==> src/logic/cmb_pkg.sv <==
package cmb_pkg;

  // command bytes of the bank
  localparam logic [7:0] CMD_ALARM2_MASK      = 8'h0d;
  localparam logic [7:0] CMD_ALARM3_MASK      = 8'h0e;
  localparam logic [7:0] CMD_LOCAL_LIMIT      = 8'h40;
  localparam logic [7:0] CMD_R1_ALARM1_LIMIT  = 8'h41;
  localparam logic [7:0] CMD_R2_ALARM1_LIMIT  = 8'h42;
  localparam logic [7:0] CMD_R3_SHARED_LIMIT  = 8'h43;
  localparam logic [7:0] CMD_R4_SHARED_LIMIT  = 8'h44;
  localparam logic [7:0] CMD_R1_ALARM23_LIMIT = 8'h49;
  localparam logic [7:0] CMD_R2_ALARM23_LIMIT = 8'h4a;
  localparam logic [7:0] CMD_HYSTERESIS       = 8'h5a;

  // field widths
  localparam int unsigned MASK_W  = 5;
  localparam int unsigned LLIM_W  = 7;
  localparam int unsigned RLIM_W  = 8;
  localparam int unsigned HYST_W  = 5;
  localparam int unsigned CMP_W   = 10;

  // channel bit positions inside the mask and status vectors
  localparam int unsigned CH_LOCAL = 0;
  localparam int unsigned CH_R1    = 1;
  localparam int unsigned CH_R2    = 2;
  localparam int unsigned CH_R3    = 3;
  localparam int unsigned CH_R4    = 4;

  // power-on values
  localparam logic [MASK_W-1:0] RST_ALARM2_MASK  = 5'h00;
  localparam logic [MASK_W-1:0] RST_ALARM3_MASK  = 5'h07;
  localparam logic [LLIM_W-1:0] RST_LOCAL_LIMIT  = 7'h55;
  localparam logic [RLIM_W-1:0] RST_ALARM1_LIMIT = 8'h6e;
  localparam logic [RLIM_W-1:0] RST_SHARED_LIMIT = 8'h55;
  localparam logic [RLIM_W-1:0] RST_ALARM23_LIMIT = 8'h55;
  localparam logic [HYST_W-1:0] RST_HYSTERESIS   = 5'h0a;
  localparam logic [7:0]        RDATA_ZERO       = 8'h00;

  // one conversion result, whole degrees
  typedef struct packed {
    logic signed [7:0] local_t;
    logic [7:0]        remote1_t;
    logic [7:0]        remote2_t;
    logic [7:0]        remote3_t;
    logic [7:0]        remote4_t;
  } cmb_temps_t;

  // host access toward the bank
  typedef struct packed {
    logic       wr;
    logic [7:0] cmd;
    logic [7:0] wdata;
  } cmb_reg_req_t;

  // per-channel error status, one set per limit group
  typedef struct packed {
    logic [MASK_W-1:0] alarm1;
    logic [MASK_W-1:0] alarm23;
  } cmb_status_t;

endpackage : cmb_pkg

==> src/logic/cmb_limit_cmp.sv <==
`timescale 1ns/1ps
module cmb_limit_cmp #(
  parameter int unsigned W  = 10,
  parameter int unsigned LW = 8,
  parameter int unsigned HW = 5
) (
  // clock and reset
  input  wire logic                core_clk_i,
  input  wire logic                rst_n_i,
  // comparison inputs
  input  wire logic                sample_i,
  input  wire logic signed [W-1:0] reading_i,
  input  wire logic [LW-1:0]       limit_i,
  input  wire logic [HW-1:0]       hyst_i,
  // error status
  output logic                     hit_o
);

  logic                hit_q;
  logic                hit_d;
  logic signed [W-1:0] lim_s;
  logic signed [W-1:0] low_s;

  // widened and signed so that limit minus hysteresis may go below zero
  assign lim_s = $signed({{(W-LW){1'b0}}, limit_i});
  assign low_s = lim_s - $signed({{(W-HW){1'b0}}, hyst_i});

  always_comb begin
    hit_d = hit_q;
    if (sample_i) begin
      if (reading_i >= lim_s) begin
        hit_d = 1'b1;                   // [RULE10]
      end else if (reading_i < low_s) begin
        hit_d = 1'b0;                   // [RULE10] [RULE11]
      end
    end
  end

  always_ff @(posedge core_clk_i or negedge rst_n_i) begin
    if (!rst_n_i) begin
      hit_q <= 1'b0;
    end else begin
      hit_q <= hit_d;
    end
  end

  assign hit_o = hit_q;

endmodule : cmb_limit_cmp

==> src/logic/cmb_bank.sv <==
// What this block does
// [RULE1] alarm-2 mask: bit 1 blocks channel error from crit_out_2; order r4,r3,r2,r1,local
// [RULE2] alarm-3 mask gates channel errors onto crit_out_3 with same bit order
// [RULE3] mask bits 7 to 5 always read zero
// [RULE4] local error judged against local limit, whole degrees 0 to 127
// [RULE5] local limit bit 7 reads zero and ignores writes
// [RULE6] remote limits are full 8-bit unsigned, all bits writable
// [RULE7] remote 1 and 2 alarm-1 events use their own alarm-1 limits
// [RULE8] remote 1 and 2 alarm-2/3 events use a separate limit pair
// [RULE9] remote 3 and 4 each use one limit shared by all outputs
// [RULE10] status sets at or above limit, clears below limit minus hysteresis
// [RULE11] one common hysteresis value lowers every limit for falling temperature
// [RULE12] an alarm asserts while any unmasked channel status is set
// [RULE13] reset loads every mask and limit default before any comparison; the alarm-1 mask comes in on alarm1_mask_i and is not reset here
`timescale 1ns/1ps
module cmb_bank (
  // clock and reset
  input  wire logic                            core_clk_i,
  input  wire logic                            rst_n_i,
  // host register access by command byte
  input  wire cmb_pkg::cmb_reg_req_t           reg_req_i,
  output logic [7:0]                           reg_rdata_o,
  // conversion results
  input  wire logic                            temps_valid_i,
  input  wire cmb_pkg::cmb_temps_t             temps_i,
  // first output mask lives outside this bank
  input  wire logic [cmb_pkg::MASK_W-1:0]      alarm1_mask_i,
  // alarm pins, active low
  output logic                                 crit_out_1_n_o,
  output logic                                 crit_out_2_n_o,
  output logic                                 crit_out_3_n_o,
  // error status toward the status registers
  output cmb_pkg::cmb_status_t                 status_o
);

  localparam int unsigned MW = cmb_pkg::MASK_W;
  localparam int unsigned LW = cmb_pkg::LLIM_W;
  localparam int unsigned RW = cmb_pkg::RLIM_W;
  localparam int unsigned HW = cmb_pkg::HYST_W;
  localparam int unsigned CW = cmb_pkg::CMP_W;

  // register state
  logic [MW-1:0] mask2_q;
  logic [MW-1:0] mask2_d;
  logic [MW-1:0] mask3_q;
  logic [MW-1:0] mask3_d;
  logic [LW-1:0] loc_lim_q;
  logic [LW-1:0] loc_lim_d;
  logic [RW-1:0] r1a1_lim_q;
  logic [RW-1:0] r1a1_lim_d;
  logic [RW-1:0] r2a1_lim_q;
  logic [RW-1:0] r2a1_lim_d;
  logic [RW-1:0] r3_lim_q;
  logic [RW-1:0] r3_lim_d;
  logic [RW-1:0] r4_lim_q;
  logic [RW-1:0] r4_lim_d;
  logic [RW-1:0] r1a23_lim_q;
  logic [RW-1:0] r1a23_lim_d;
  logic [RW-1:0] r2a23_lim_q;
  logic [RW-1:0] r2a23_lim_d;
  logic [HW-1:0] hyst_q;
  logic [HW-1:0] hyst_d;
  logic [7:0]    rdata_q;
  logic [7:0]    rdata_d;

  // alarm state
  logic          crit1_n_q;
  logic          crit1_n_d;
  logic          crit2_n_q;
  logic          crit2_n_d;
  logic          crit3_n_q;
  logic          crit3_n_d;

  // comparison results
  logic          hit_loc;
  logic          hit_r1a1;
  logic          hit_r2a1;
  logic          hit_r1a23;
  logic          hit_r2a23;
  logic          hit_r3;
  logic          hit_r4;
  logic [MW-1:0] err_a1;
  logic [MW-1:0] err_a23;

  // readings widened to one signed compare width
  logic signed [CW-1:0] rd_loc;
  logic signed [CW-1:0] rd_r1;
  logic signed [CW-1:0] rd_r2;
  logic signed [CW-1:0] rd_r3;
  logic signed [CW-1:0] rd_r4;

  assign rd_loc = CW'(temps_i.local_t);
  assign rd_r1  = $signed({{(CW-8){1'b0}}, temps_i.remote1_t});
  assign rd_r2  = $signed({{(CW-8){1'b0}}, temps_i.remote2_t});
  assign rd_r3  = $signed({{(CW-8){1'b0}}, temps_i.remote3_t});
  assign rd_r4  = $signed({{(CW-8){1'b0}}, temps_i.remote4_t});

  // register writes
  always_comb begin
    mask2_d     = mask2_q;
    mask3_d     = mask3_q;
    loc_lim_d   = loc_lim_q;
    r1a1_lim_d  = r1a1_lim_q;
    r2a1_lim_d  = r2a1_lim_q;
    r3_lim_d    = r3_lim_q;
    r4_lim_d    = r4_lim_q;
    r1a23_lim_d = r1a23_lim_q;
    r2a23_lim_d = r2a23_lim_q;
    hyst_d      = hyst_q;
    if (reg_req_i.wr) begin
      unique case (reg_req_i.cmd)
        cmb_pkg::CMD_ALARM2_MASK: begin
          mask2_d = reg_req_i.wdata[MW-1:0];      // [RULE1] [RULE3]
        end
        cmb_pkg::CMD_ALARM3_MASK: begin
          mask3_d = reg_req_i.wdata[MW-1:0];      // [RULE2] [RULE3]
        end
        cmb_pkg::CMD_LOCAL_LIMIT: begin
          loc_lim_d = reg_req_i.wdata[LW-1:0];    // [RULE5]
        end
        cmb_pkg::CMD_R1_ALARM1_LIMIT: begin
          r1a1_lim_d = reg_req_i.wdata;           // [RULE6]
        end
        cmb_pkg::CMD_R2_ALARM1_LIMIT: begin
          r2a1_lim_d = reg_req_i.wdata;           // [RULE6]
        end
        cmb_pkg::CMD_R3_SHARED_LIMIT: begin
          r3_lim_d = reg_req_i.wdata;             // [RULE6]
        end
        cmb_pkg::CMD_R4_SHARED_LIMIT: begin
          r4_lim_d = reg_req_i.wdata;             // [RULE6]
        end
        cmb_pkg::CMD_R1_ALARM23_LIMIT: begin
          r1a23_lim_d = reg_req_i.wdata;          // [RULE6]
        end
        cmb_pkg::CMD_R2_ALARM23_LIMIT: begin
          r2a23_lim_d = reg_req_i.wdata;          // [RULE6]
        end
        cmb_pkg::CMD_HYSTERESIS: begin
          hyst_d = reg_req_i.wdata[HW-1:0];       // [RULE11]
        end
        default: begin
          // other command bytes belong to other banks
        end
      endcase
    end
  end

  always_ff @(posedge core_clk_i or negedge rst_n_i) begin
    if (!rst_n_i) begin
      mask2_q     <= cmb_pkg::RST_ALARM2_MASK;    // [RULE13]
      mask3_q     <= cmb_pkg::RST_ALARM3_MASK;
      loc_lim_q   <= cmb_pkg::RST_LOCAL_LIMIT;
      r1a1_lim_q  <= cmb_pkg::RST_ALARM1_LIMIT;
      r2a1_lim_q  <= cmb_pkg::RST_ALARM1_LIMIT;
      r3_lim_q    <= cmb_pkg::RST_SHARED_LIMIT;
      r4_lim_q    <= cmb_pkg::RST_SHARED_LIMIT;
      r1a23_lim_q <= cmb_pkg::RST_ALARM23_LIMIT;
      r2a23_lim_q <= cmb_pkg::RST_ALARM23_LIMIT;
      hyst_q      <= cmb_pkg::RST_HYSTERESIS;
    end else begin
      mask2_q     <= mask2_d;
      mask3_q     <= mask3_d;
      loc_lim_q   <= loc_lim_d;
      r1a1_lim_q  <= r1a1_lim_d;
      r2a1_lim_q  <= r2a1_lim_d;
      r3_lim_q    <= r3_lim_d;
      r4_lim_q    <= r4_lim_d;
      r1a23_lim_q <= r1a23_lim_d;
      r2a23_lim_q <= r2a23_lim_d;
      hyst_q      <= hyst_d;
    end
  end

  // readback, registered; unmapped commands read zero
  always_comb begin
    rdata_d = cmb_pkg::RDATA_ZERO;
    unique case (reg_req_i.cmd)
      cmb_pkg::CMD_ALARM2_MASK: begin
        rdata_d = {{(8-MW){1'b0}}, mask2_q};      // [RULE3]
      end
      cmb_pkg::CMD_ALARM3_MASK: begin
        rdata_d = {{(8-MW){1'b0}}, mask3_q};      // [RULE3]
      end
      cmb_pkg::CMD_LOCAL_LIMIT: begin
        rdata_d = {{(8-LW){1'b0}}, loc_lim_q};    // [RULE5]
      end
      cmb_pkg::CMD_R1_ALARM1_LIMIT: begin
        rdata_d = r1a1_lim_q;
      end
      cmb_pkg::CMD_R2_ALARM1_LIMIT: begin
        rdata_d = r2a1_lim_q;
      end
      cmb_pkg::CMD_R3_SHARED_LIMIT: begin
        rdata_d = r3_lim_q;
      end
      cmb_pkg::CMD_R4_SHARED_LIMIT: begin
        rdata_d = r4_lim_q;
      end
      cmb_pkg::CMD_R1_ALARM23_LIMIT: begin
        rdata_d = r1a23_lim_q;
      end
      cmb_pkg::CMD_R2_ALARM23_LIMIT: begin
        rdata_d = r2a23_lim_q;
      end
      cmb_pkg::CMD_HYSTERESIS: begin
        rdata_d = {{(8-HW){1'b0}}, hyst_q};
      end
      default: begin
        rdata_d = cmb_pkg::RDATA_ZERO;
      end
    endcase
  end

  always_ff @(posedge core_clk_i or negedge rst_n_i) begin
    if (!rst_n_i) begin
      rdata_q <= cmb_pkg::RDATA_ZERO;
    end else begin
      rdata_q <= rdata_d;
    end
  end

  // one comparator per limit; remote 1 and 2 carry two each
  cmb_limit_cmp #(.W(CW), .LW(LW), .HW(HW)) u_cmp_loc (
    .core_clk_i (core_clk_i),
    .rst_n_i    (rst_n_i),
    .sample_i   (temps_valid_i),
    .reading_i  (rd_loc),
    .limit_i    (loc_lim_q),                      // [RULE4]
    .hyst_i     (hyst_q),
    .hit_o      (hit_loc)
  );

  cmb_limit_cmp #(.W(CW), .LW(RW), .HW(HW)) u_cmp_r1a1 (
    .core_clk_i (core_clk_i),
    .rst_n_i    (rst_n_i),
    .sample_i   (temps_valid_i),
    .reading_i  (rd_r1),
    .limit_i    (r1a1_lim_q),                     // [RULE7]
    .hyst_i     (hyst_q),
    .hit_o      (hit_r1a1)
  );

  cmb_limit_cmp #(.W(CW), .LW(RW), .HW(HW)) u_cmp_r2a1 (
    .core_clk_i (core_clk_i),
    .rst_n_i    (rst_n_i),
    .sample_i   (temps_valid_i),
    .reading_i  (rd_r2),
    .limit_i    (r2a1_lim_q),                     // [RULE7]
    .hyst_i     (hyst_q),
    .hit_o      (hit_r2a1)
  );

  cmb_limit_cmp #(.W(CW), .LW(RW), .HW(HW)) u_cmp_r1a23 (
    .core_clk_i (core_clk_i),
    .rst_n_i    (rst_n_i),
    .sample_i   (temps_valid_i),
    .reading_i  (rd_r1),
    .limit_i    (r1a23_lim_q),                    // [RULE8]
    .hyst_i     (hyst_q),
    .hit_o      (hit_r1a23)
  );

  cmb_limit_cmp #(.W(CW), .LW(RW), .HW(HW)) u_cmp_r2a23 (
    .core_clk_i (core_clk_i),
    .rst_n_i    (rst_n_i),
    .sample_i   (temps_valid_i),
    .reading_i  (rd_r2),
    .limit_i    (r2a23_lim_q),                    // [RULE8]
    .hyst_i     (hyst_q),
    .hit_o      (hit_r2a23)
  );

  cmb_limit_cmp #(.W(CW), .LW(RW), .HW(HW)) u_cmp_r3 (
    .core_clk_i (core_clk_i),
    .rst_n_i    (rst_n_i),
    .sample_i   (temps_valid_i),
    .reading_i  (rd_r3),
    .limit_i    (r3_lim_q),                       // [RULE9]
    .hyst_i     (hyst_q),
    .hit_o      (hit_r3)
  );

  cmb_limit_cmp #(.W(CW), .LW(RW), .HW(HW)) u_cmp_r4 (
    .core_clk_i (core_clk_i),
    .rst_n_i    (rst_n_i),
    .sample_i   (temps_valid_i),
    .reading_i  (rd_r4),
    .limit_i    (r4_lim_q),                       // [RULE9]
    .hyst_i     (hyst_q),
    .hit_o      (hit_r4)
  );

  // channel error vectors in mask bit order
  always_comb begin
    err_a1                      = '0;
    err_a23                     = '0;
    err_a1[cmb_pkg::CH_LOCAL]   = hit_loc;
    err_a1[cmb_pkg::CH_R1]      = hit_r1a1;       // [RULE7]
    err_a1[cmb_pkg::CH_R2]      = hit_r2a1;
    err_a1[cmb_pkg::CH_R3]      = hit_r3;         // [RULE9]
    err_a1[cmb_pkg::CH_R4]      = hit_r4;
    err_a23[cmb_pkg::CH_LOCAL]  = hit_loc;
    err_a23[cmb_pkg::CH_R1]     = hit_r1a23;      // [RULE8]
    err_a23[cmb_pkg::CH_R2]     = hit_r2a23;
    err_a23[cmb_pkg::CH_R3]     = hit_r3;         // [RULE9]
    err_a23[cmb_pkg::CH_R4]     = hit_r4;
  end

  // pins are active low; registered to keep them glitch free
  always_comb begin
    crit1_n_d = ~|(err_a1 & ~alarm1_mask_i);      // [RULE12]
    crit2_n_d = ~|(err_a23 & ~mask2_q);           // [RULE1] [RULE12]
    crit3_n_d = ~|(err_a23 & ~mask3_q);           // [RULE2] [RULE12]
  end

  always_ff @(posedge core_clk_i or negedge rst_n_i) begin
    if (!rst_n_i) begin
      crit1_n_q <= 1'b1;
      crit2_n_q <= 1'b1;
      crit3_n_q <= 1'b1;
    end else begin
      crit1_n_q <= crit1_n_d;
      crit2_n_q <= crit2_n_d;
      crit3_n_q <= crit3_n_d;
    end
  end

  assign crit_out_1_n_o   = crit1_n_q;
  assign crit_out_2_n_o   = crit2_n_q;
  assign crit_out_3_n_o   = crit3_n_q;
  assign reg_rdata_o      = rdata_q;
  assign status_o.alarm1  = err_a1;
  assign status_o.alarm23 = err_a23;

endmodule : cmb_bank

==> config.mk <==
export PLATFORM = sky130hd
export DESIGN_NAME = cmb_bank
export DESIGN_NICKNAME = d
export VERILOG_FILES = /design/src/logic/cmb_pkg.sv /design/src/logic/cmb_limit_cmp.sv /design/src/logic/cmb_bank.sv
export SDC_FILE = /design/constraint.sdc
export NUM_CORES = 1
export LEC_CHECK = 0
export BUFFER_PORTS_ARGS = -buffer_cell sky130_fd_sc_hd__buf_2
export CORE_MARGIN = 3
export CORE_UTILIZATION = 62
export CTS_BUF_LIST = sky130_fd_sc_hd__clkbuf_4 sky130_fd_sc_hd__clkbuf_8
export CTS_CLUSTER_SIZE = 28
export DETAILED_ROUTE_END_ITERATION = 6
export PLACE_DENSITY = 0.85
export SLEW_MARGIN = 25
export SYNTH_ARGS = -nofsm -noshare
export SYNTH_HDL_FRONTEND = slang
export SYNTH_SLANG_ARGS = --single-unit
export TNS_END_PERCENT = 100
==> constraint.sdc <==
create_clock -name core_clk_i -period 4.5 [get_ports core_clk_i]
set_clock_uncertainty 0.15 [all_clocks]
set_input_delay 0.45 -clock core_clk_i [delete_from_list [all_inputs] [get_ports core_clk_i]]
set_output_delay 0.45 -clock core_clk_i [all_outputs]
set_load 0.05 [all_outputs]
Yosys cells after proc, flatten, opt, wreduce, memory -nomap -nowiden

Index checks and enable logic that the tools add are counted.

Flip-flop bits (word level): 88
Input port bits: 65
Output and inout port bits: 21
Word-level logic and storage cells: 103

Add/subtract/negate cells: 7
Order comparisons: 14
Eq/ne operators: 10
Muxes and demuxes: 15
Bitwise logic cells: 6
Reduce and logical (&&, ||, !) cells: 30

Operators by type and width:

| cell               | number |
|---|---|
| $pmux 8 s10        | 1 |
| $eq 8x7->1 const B | 8 |
| $lt 9x10->1        | 6 |
| $ge 8x8->1         | 7 |
| $sub 8x5->9        | 6 |
| $reduce_and 2->1   | 17 |
| $eq 8x4->1 const B | 2 |
| $and 5x5->5        | 3 |
| $not 5->5          | 3 |
| $reduce_or 5->1    | 3 |
| $mux 1             | 14 |
| $reduce_bool 2->1  | 7 |
| $lt 8x8->1         | 1 |
| $sub 7x5->8        | 1 |
| $logic_not 1->1    | 3 |

Logic depth before layout (Yosys ltp)

Depth after elaboration: 4
Mapped depth: 13
Mapped depth without buffers: 13

By module

A second synthesis with hierarchy kept.

Cells, all modules: 907
Area, all modules: 8823.5 um2

Modules (own cells, without submodules):

| module                         | instances | cells an instance | area an instance (um2) | sequential area each (um2) |
|---|---|---|---|---|
| cmb_bank                       | 1         | 302               | 4000.1                 | 2074.5 |
| cmb_limit_cmp (u_cmp_r2a1 ...) | 4         | 88                | 695.7                  | 25.0 |
| cmb_limit_cmp (u_cmp_r1a1 ...) | 2         | 87                | 700.7                  | 25.0 |
| cmb_limit_cmp (u_cmp_loc)      | 1         | 79                | 639.4                  | 25.0 |

Worst setup path after synthesis

OpenSTA, ideal clock, no wires.

Path type: register to register
Start: reg hyst_q[1]
End: reg u_cmp_loc.hit_q (netlist: u_cmp_loc.hit_o)
Arrival time: 3243 ps
Path slack: 971 ps
Cell stages (with the launch flop): 11
Path buffers: 0
Clock period less this slack: 3529 ps
Cell sequence: dfstp_2 -> inv_1 -> fa_1 -> a21o_1 -> a21o_1 -> a211oi_1 -> xnor2_1 -> ha_1 -> or4b_2 -> a2111oi_0 -> o22ai_1

Longest elaborated chain between the ends: 4

Ends and longest elaborated chain:

| item                        | line                | text |
|---|---|---|
| from (decl)                 | cmb_bank.sv:61      | `logic [HW-1:0] hyst_q;` |
| from (signal assigned)      | cmb_bank.sv:160     | `hyst_q <= cmb_pkg::RST_HYSTERESIS;` |
| from (signal assigned)      | cmb_bank.sv:171     | `hyst_q <= hyst_d;` |
| $sub 7x5->8                 | cmb_limit_cmp.sv:26 | `assign low_s = lim_s - $signed({{(W-HW){1'b0}}, hyst_i});` |
| $lt 8x8->1                  | cmb_limit_cmp.sv:33 | `end else if (reading_i < low_s) begin` |
| $reduce_bool 2->1 (no line) | n/a                 |  |
| $reduce_and 2->1 (no line)  | n/a                 |  |
| to (signal assigned)        | cmb_limit_cmp.sv:43 | `hit_q <= hit_d;` |
| to (decl)                   | cmb_limit_cmp.sv:19 | `logic hit_q;` |

No other way between the ends.
A chain may end at the register's enable or synchronous reset.

Worst setup path after layout

Same ends and word-level chain as after synthesis.

==> run metrics <==
Max-slew headroom 48.08%; Std-Cell Rows 40; status finished clean; register area share after synthesis 28.62%; RSZ-0062 raised after global routing false; Yosys top cell by area ha_1; top cell type's share of synthesized area 22.12%; GRT Overall Usage 29.63%; drt initial violations 542; GP Congestion roughly 0.91; Die W 118.6 um; Lkg Pwr slightly above 4 nW; clock transition at the registers of the reported paths 0.09 ns; Ports 86; most numerous cell in the Yosys netlist ha_1; Peak VDD IR 0.0001647 V; first-pass GRT wire length 33390 um; vias 6681; Worst Path Class, Setup reg -> reg; Final ANT Viol Nets 0; core box area 12210 um2; drt pass-1 iters 5; ANT cells 0; Worst-Margin Slew 0.7779 ns; Synth Cell Area 7861 um2; placed cell areas between 8000 and 9000 um2; post_cts resized 0; port buffer count 85; Met1 Wirelength 8835 um; grt ovf 0; TritonCTS buffer count 9; DP Wirelength 16080 um; layout cells sized above 1 22.14%; DR top layer met4; Yosys cell types 55; H-tree depth 3; largest net degree at the start of global routing 53; Seq cells post-synth 88; Critical Path Start Type register; Post-Route WL 20730 um; r2r setup slk about 0.61 ns; Max FO, Critical Path 14; die area 14070 um2; Mapped Avg Cell Area around 9.5 um2; initial antenna violation count 0; Most used DFF post-synth dfrtp_1; Layout area overhead 8.977%; Clk Latency, worst-skew pair 0.36 ns; fin. max-slew vios 0; period utilization about 86%; Post-Syn Nets 1042; Synth area leaders ha_1 (22%), dfrtp_1 (16%), dfstp_2 (13%); TritonCTS clock tree built; WP data required 4.58 ns; routed wl met3 1560 um; Power Density approximately 300 nW/um2; detailed-route wire length per cell 19.27 um; Setup TNS 0 ns; total power 2.526 mW; Mapped Cells around 830; Initial Util 64.38%; CP Capture Type register; CTS Buffer Depth 2; Die H around 120 um; fmax 0.2569 GHz; vias in the first global route 6434; root buffer cell clkbuf_8; EDFF count, synth 0; Max Cap Viol 0; top post-synthesis cells by count ha_1 (139), inv_1 (93), nand2_1 (63), o21ai_0 (59); Sink Count 88; final std cell area, no fill 8567 um2; Final #Nets around 1.1k; fin crit period 3.892 ns; final hold vios 0; Final setup viols 0; via/cell ratio 6.209; synth warn 0; drt drc 0; Critical Path AT 3.98 ns; wire length on met2 9661 um; async set or reset register ratio after synthesis 100.0%; hold crit path type in -> reg
## path summary, 6_finish.rpt
kind / startpoint / endpoint / depth (start not counted)
max: hyst_q[1] / u_cmp_loc.hit_o / 10
min: alarm1_mask_i[0] / crit_out_1_n_o / 3
max reg2reg: hyst_q[1] / u_cmp_loc.hit_o / 10
min reg2reg: mask3_q[0] / crit_out_3_n_o / 2
max in group asynchronous: rst_n_i / r4_lim_q[2] / 3
min in group asynchronous: rst_n_i / u_cmp_r2a23.hit_o / 2
## final cells by class
class,count,area [um2]
multi-input combinational,621,5089
clock buffer,9,123.9
sequential,88,2250
fill,981,3645
inverter,93,349.1
tap,168,210.2
clock inverter,7,77.57
timing repair buffer,90,467.9
## metal layers
metal  global-route usage (%)  vias up
li1                         -     3132
met1                    40.69     3173
met2                    47.71      317
met3                    3.971       59
met4                    11.30        0
met5                        0        -
## repair_timing
| action | 4_1_cts | 5_1_grt |
|---|---|---|
| hold buffers | 1 | 0 |
| hold endpoints to repair | 26 | 0 |
| setup buffers | 0 | 0 |
## layout by cell type, fill, tap and decap left out, drive strengths merged, types with 4 or more instances in the layout
master,n
a211oi,30
fa,7
mux2,45
dfrtp,50
nor2,33
ha,139
o211ai,14
xnor2,35
o21ai,59
xor2,6
buf,89
clkbuf,9
and3,8
dfstp,38
nand2,63
o22ai,7
nor2b,14
a21o,14
nor3,9
mux4,4
or3,13
a21oi,50
inv,96
nand3,11
o31ai,6
a221o,7
a22oi,14
## through the flow
| stage | std cells | hold slack, ns | util (%) | setup slack [ns] |
|---|---|---|---|---|
| after floorplan | 831 | 0.004409 | - | 0.9709 |
| after global placement | 1059 | 0.3362 | 68.42 | 0.7378 |
| after detailed placement | 1059 | 0.3335 | 68.42 | 0.6642 |
| after CTS | 1076 | 0.1881 | 70.15 | 0.6229 |
| after global routing | 1076 | 0.2006 | 70.15 | 0.5223 |
| final | 1076 | 0.1945 | 70.15 | 0.6081 |
## power by group
part           total [mW]  switching, mW  internal, mW
clock network       0.579          0.316         0.263
logic               0.988          0.598         0.390
registers           0.959         0.0788         0.880
## cells by family (layout without fill, tap and decap cells)
group | count (synthesis) | count (layout) | synth area share [%]
buf+inv | 122 | 199 | 6.653
flops | 88 | 88 | 28.62
xor+xnor | 41 | 41 | 4.568
simple gates | 165 | 165 | 10.74
fa+ha+maj | 146 | 146 | 23.91
compound gates | 218 | 218 | 17.67
mux | 51 | 51 | 7.847
## critical path, stage by stage (launching register included)
cell and delay, ns:
dfstp_2 0.55, inv_1 0.34, fa_1 0.57, a21o_1 0.17
a21o_1 0.20, a211oi_1 0.28, xnor2_1 0.11, ha_1 0.17
or4b_2 0.65, a2111oi_0 0.43, o22ai_1 0.14
## state kept, by name, indices dropped and copies added, names as in the netlist
register,count
loc_lim_q,7
r1a23_lim_q,8
u_cmp_r4.hit_o,1
r1a1_lim_q,8
r4_lim_q,8
u_cmp_r1a1.hit_o,1
r3_lim_q,8
mask2_q,5
u_cmp_r1a23.hit_o,1
u_cmp_loc.hit_o,1
crit_out_2_n_o,1
u_cmp_r2a1.hit_o,1
crit_out_1_n_o,1
mask3_q,5
crit_out_3_n_o,1
u_cmp_r3.hit_o,1
reg_rdata_o,8
r2a23_lim_q,8
hyst_q,5
u_cmp_r2a23.hit_o,1
r2a1_lim_q,8
No activity file was read; power rests on OpenSTA's default activity.
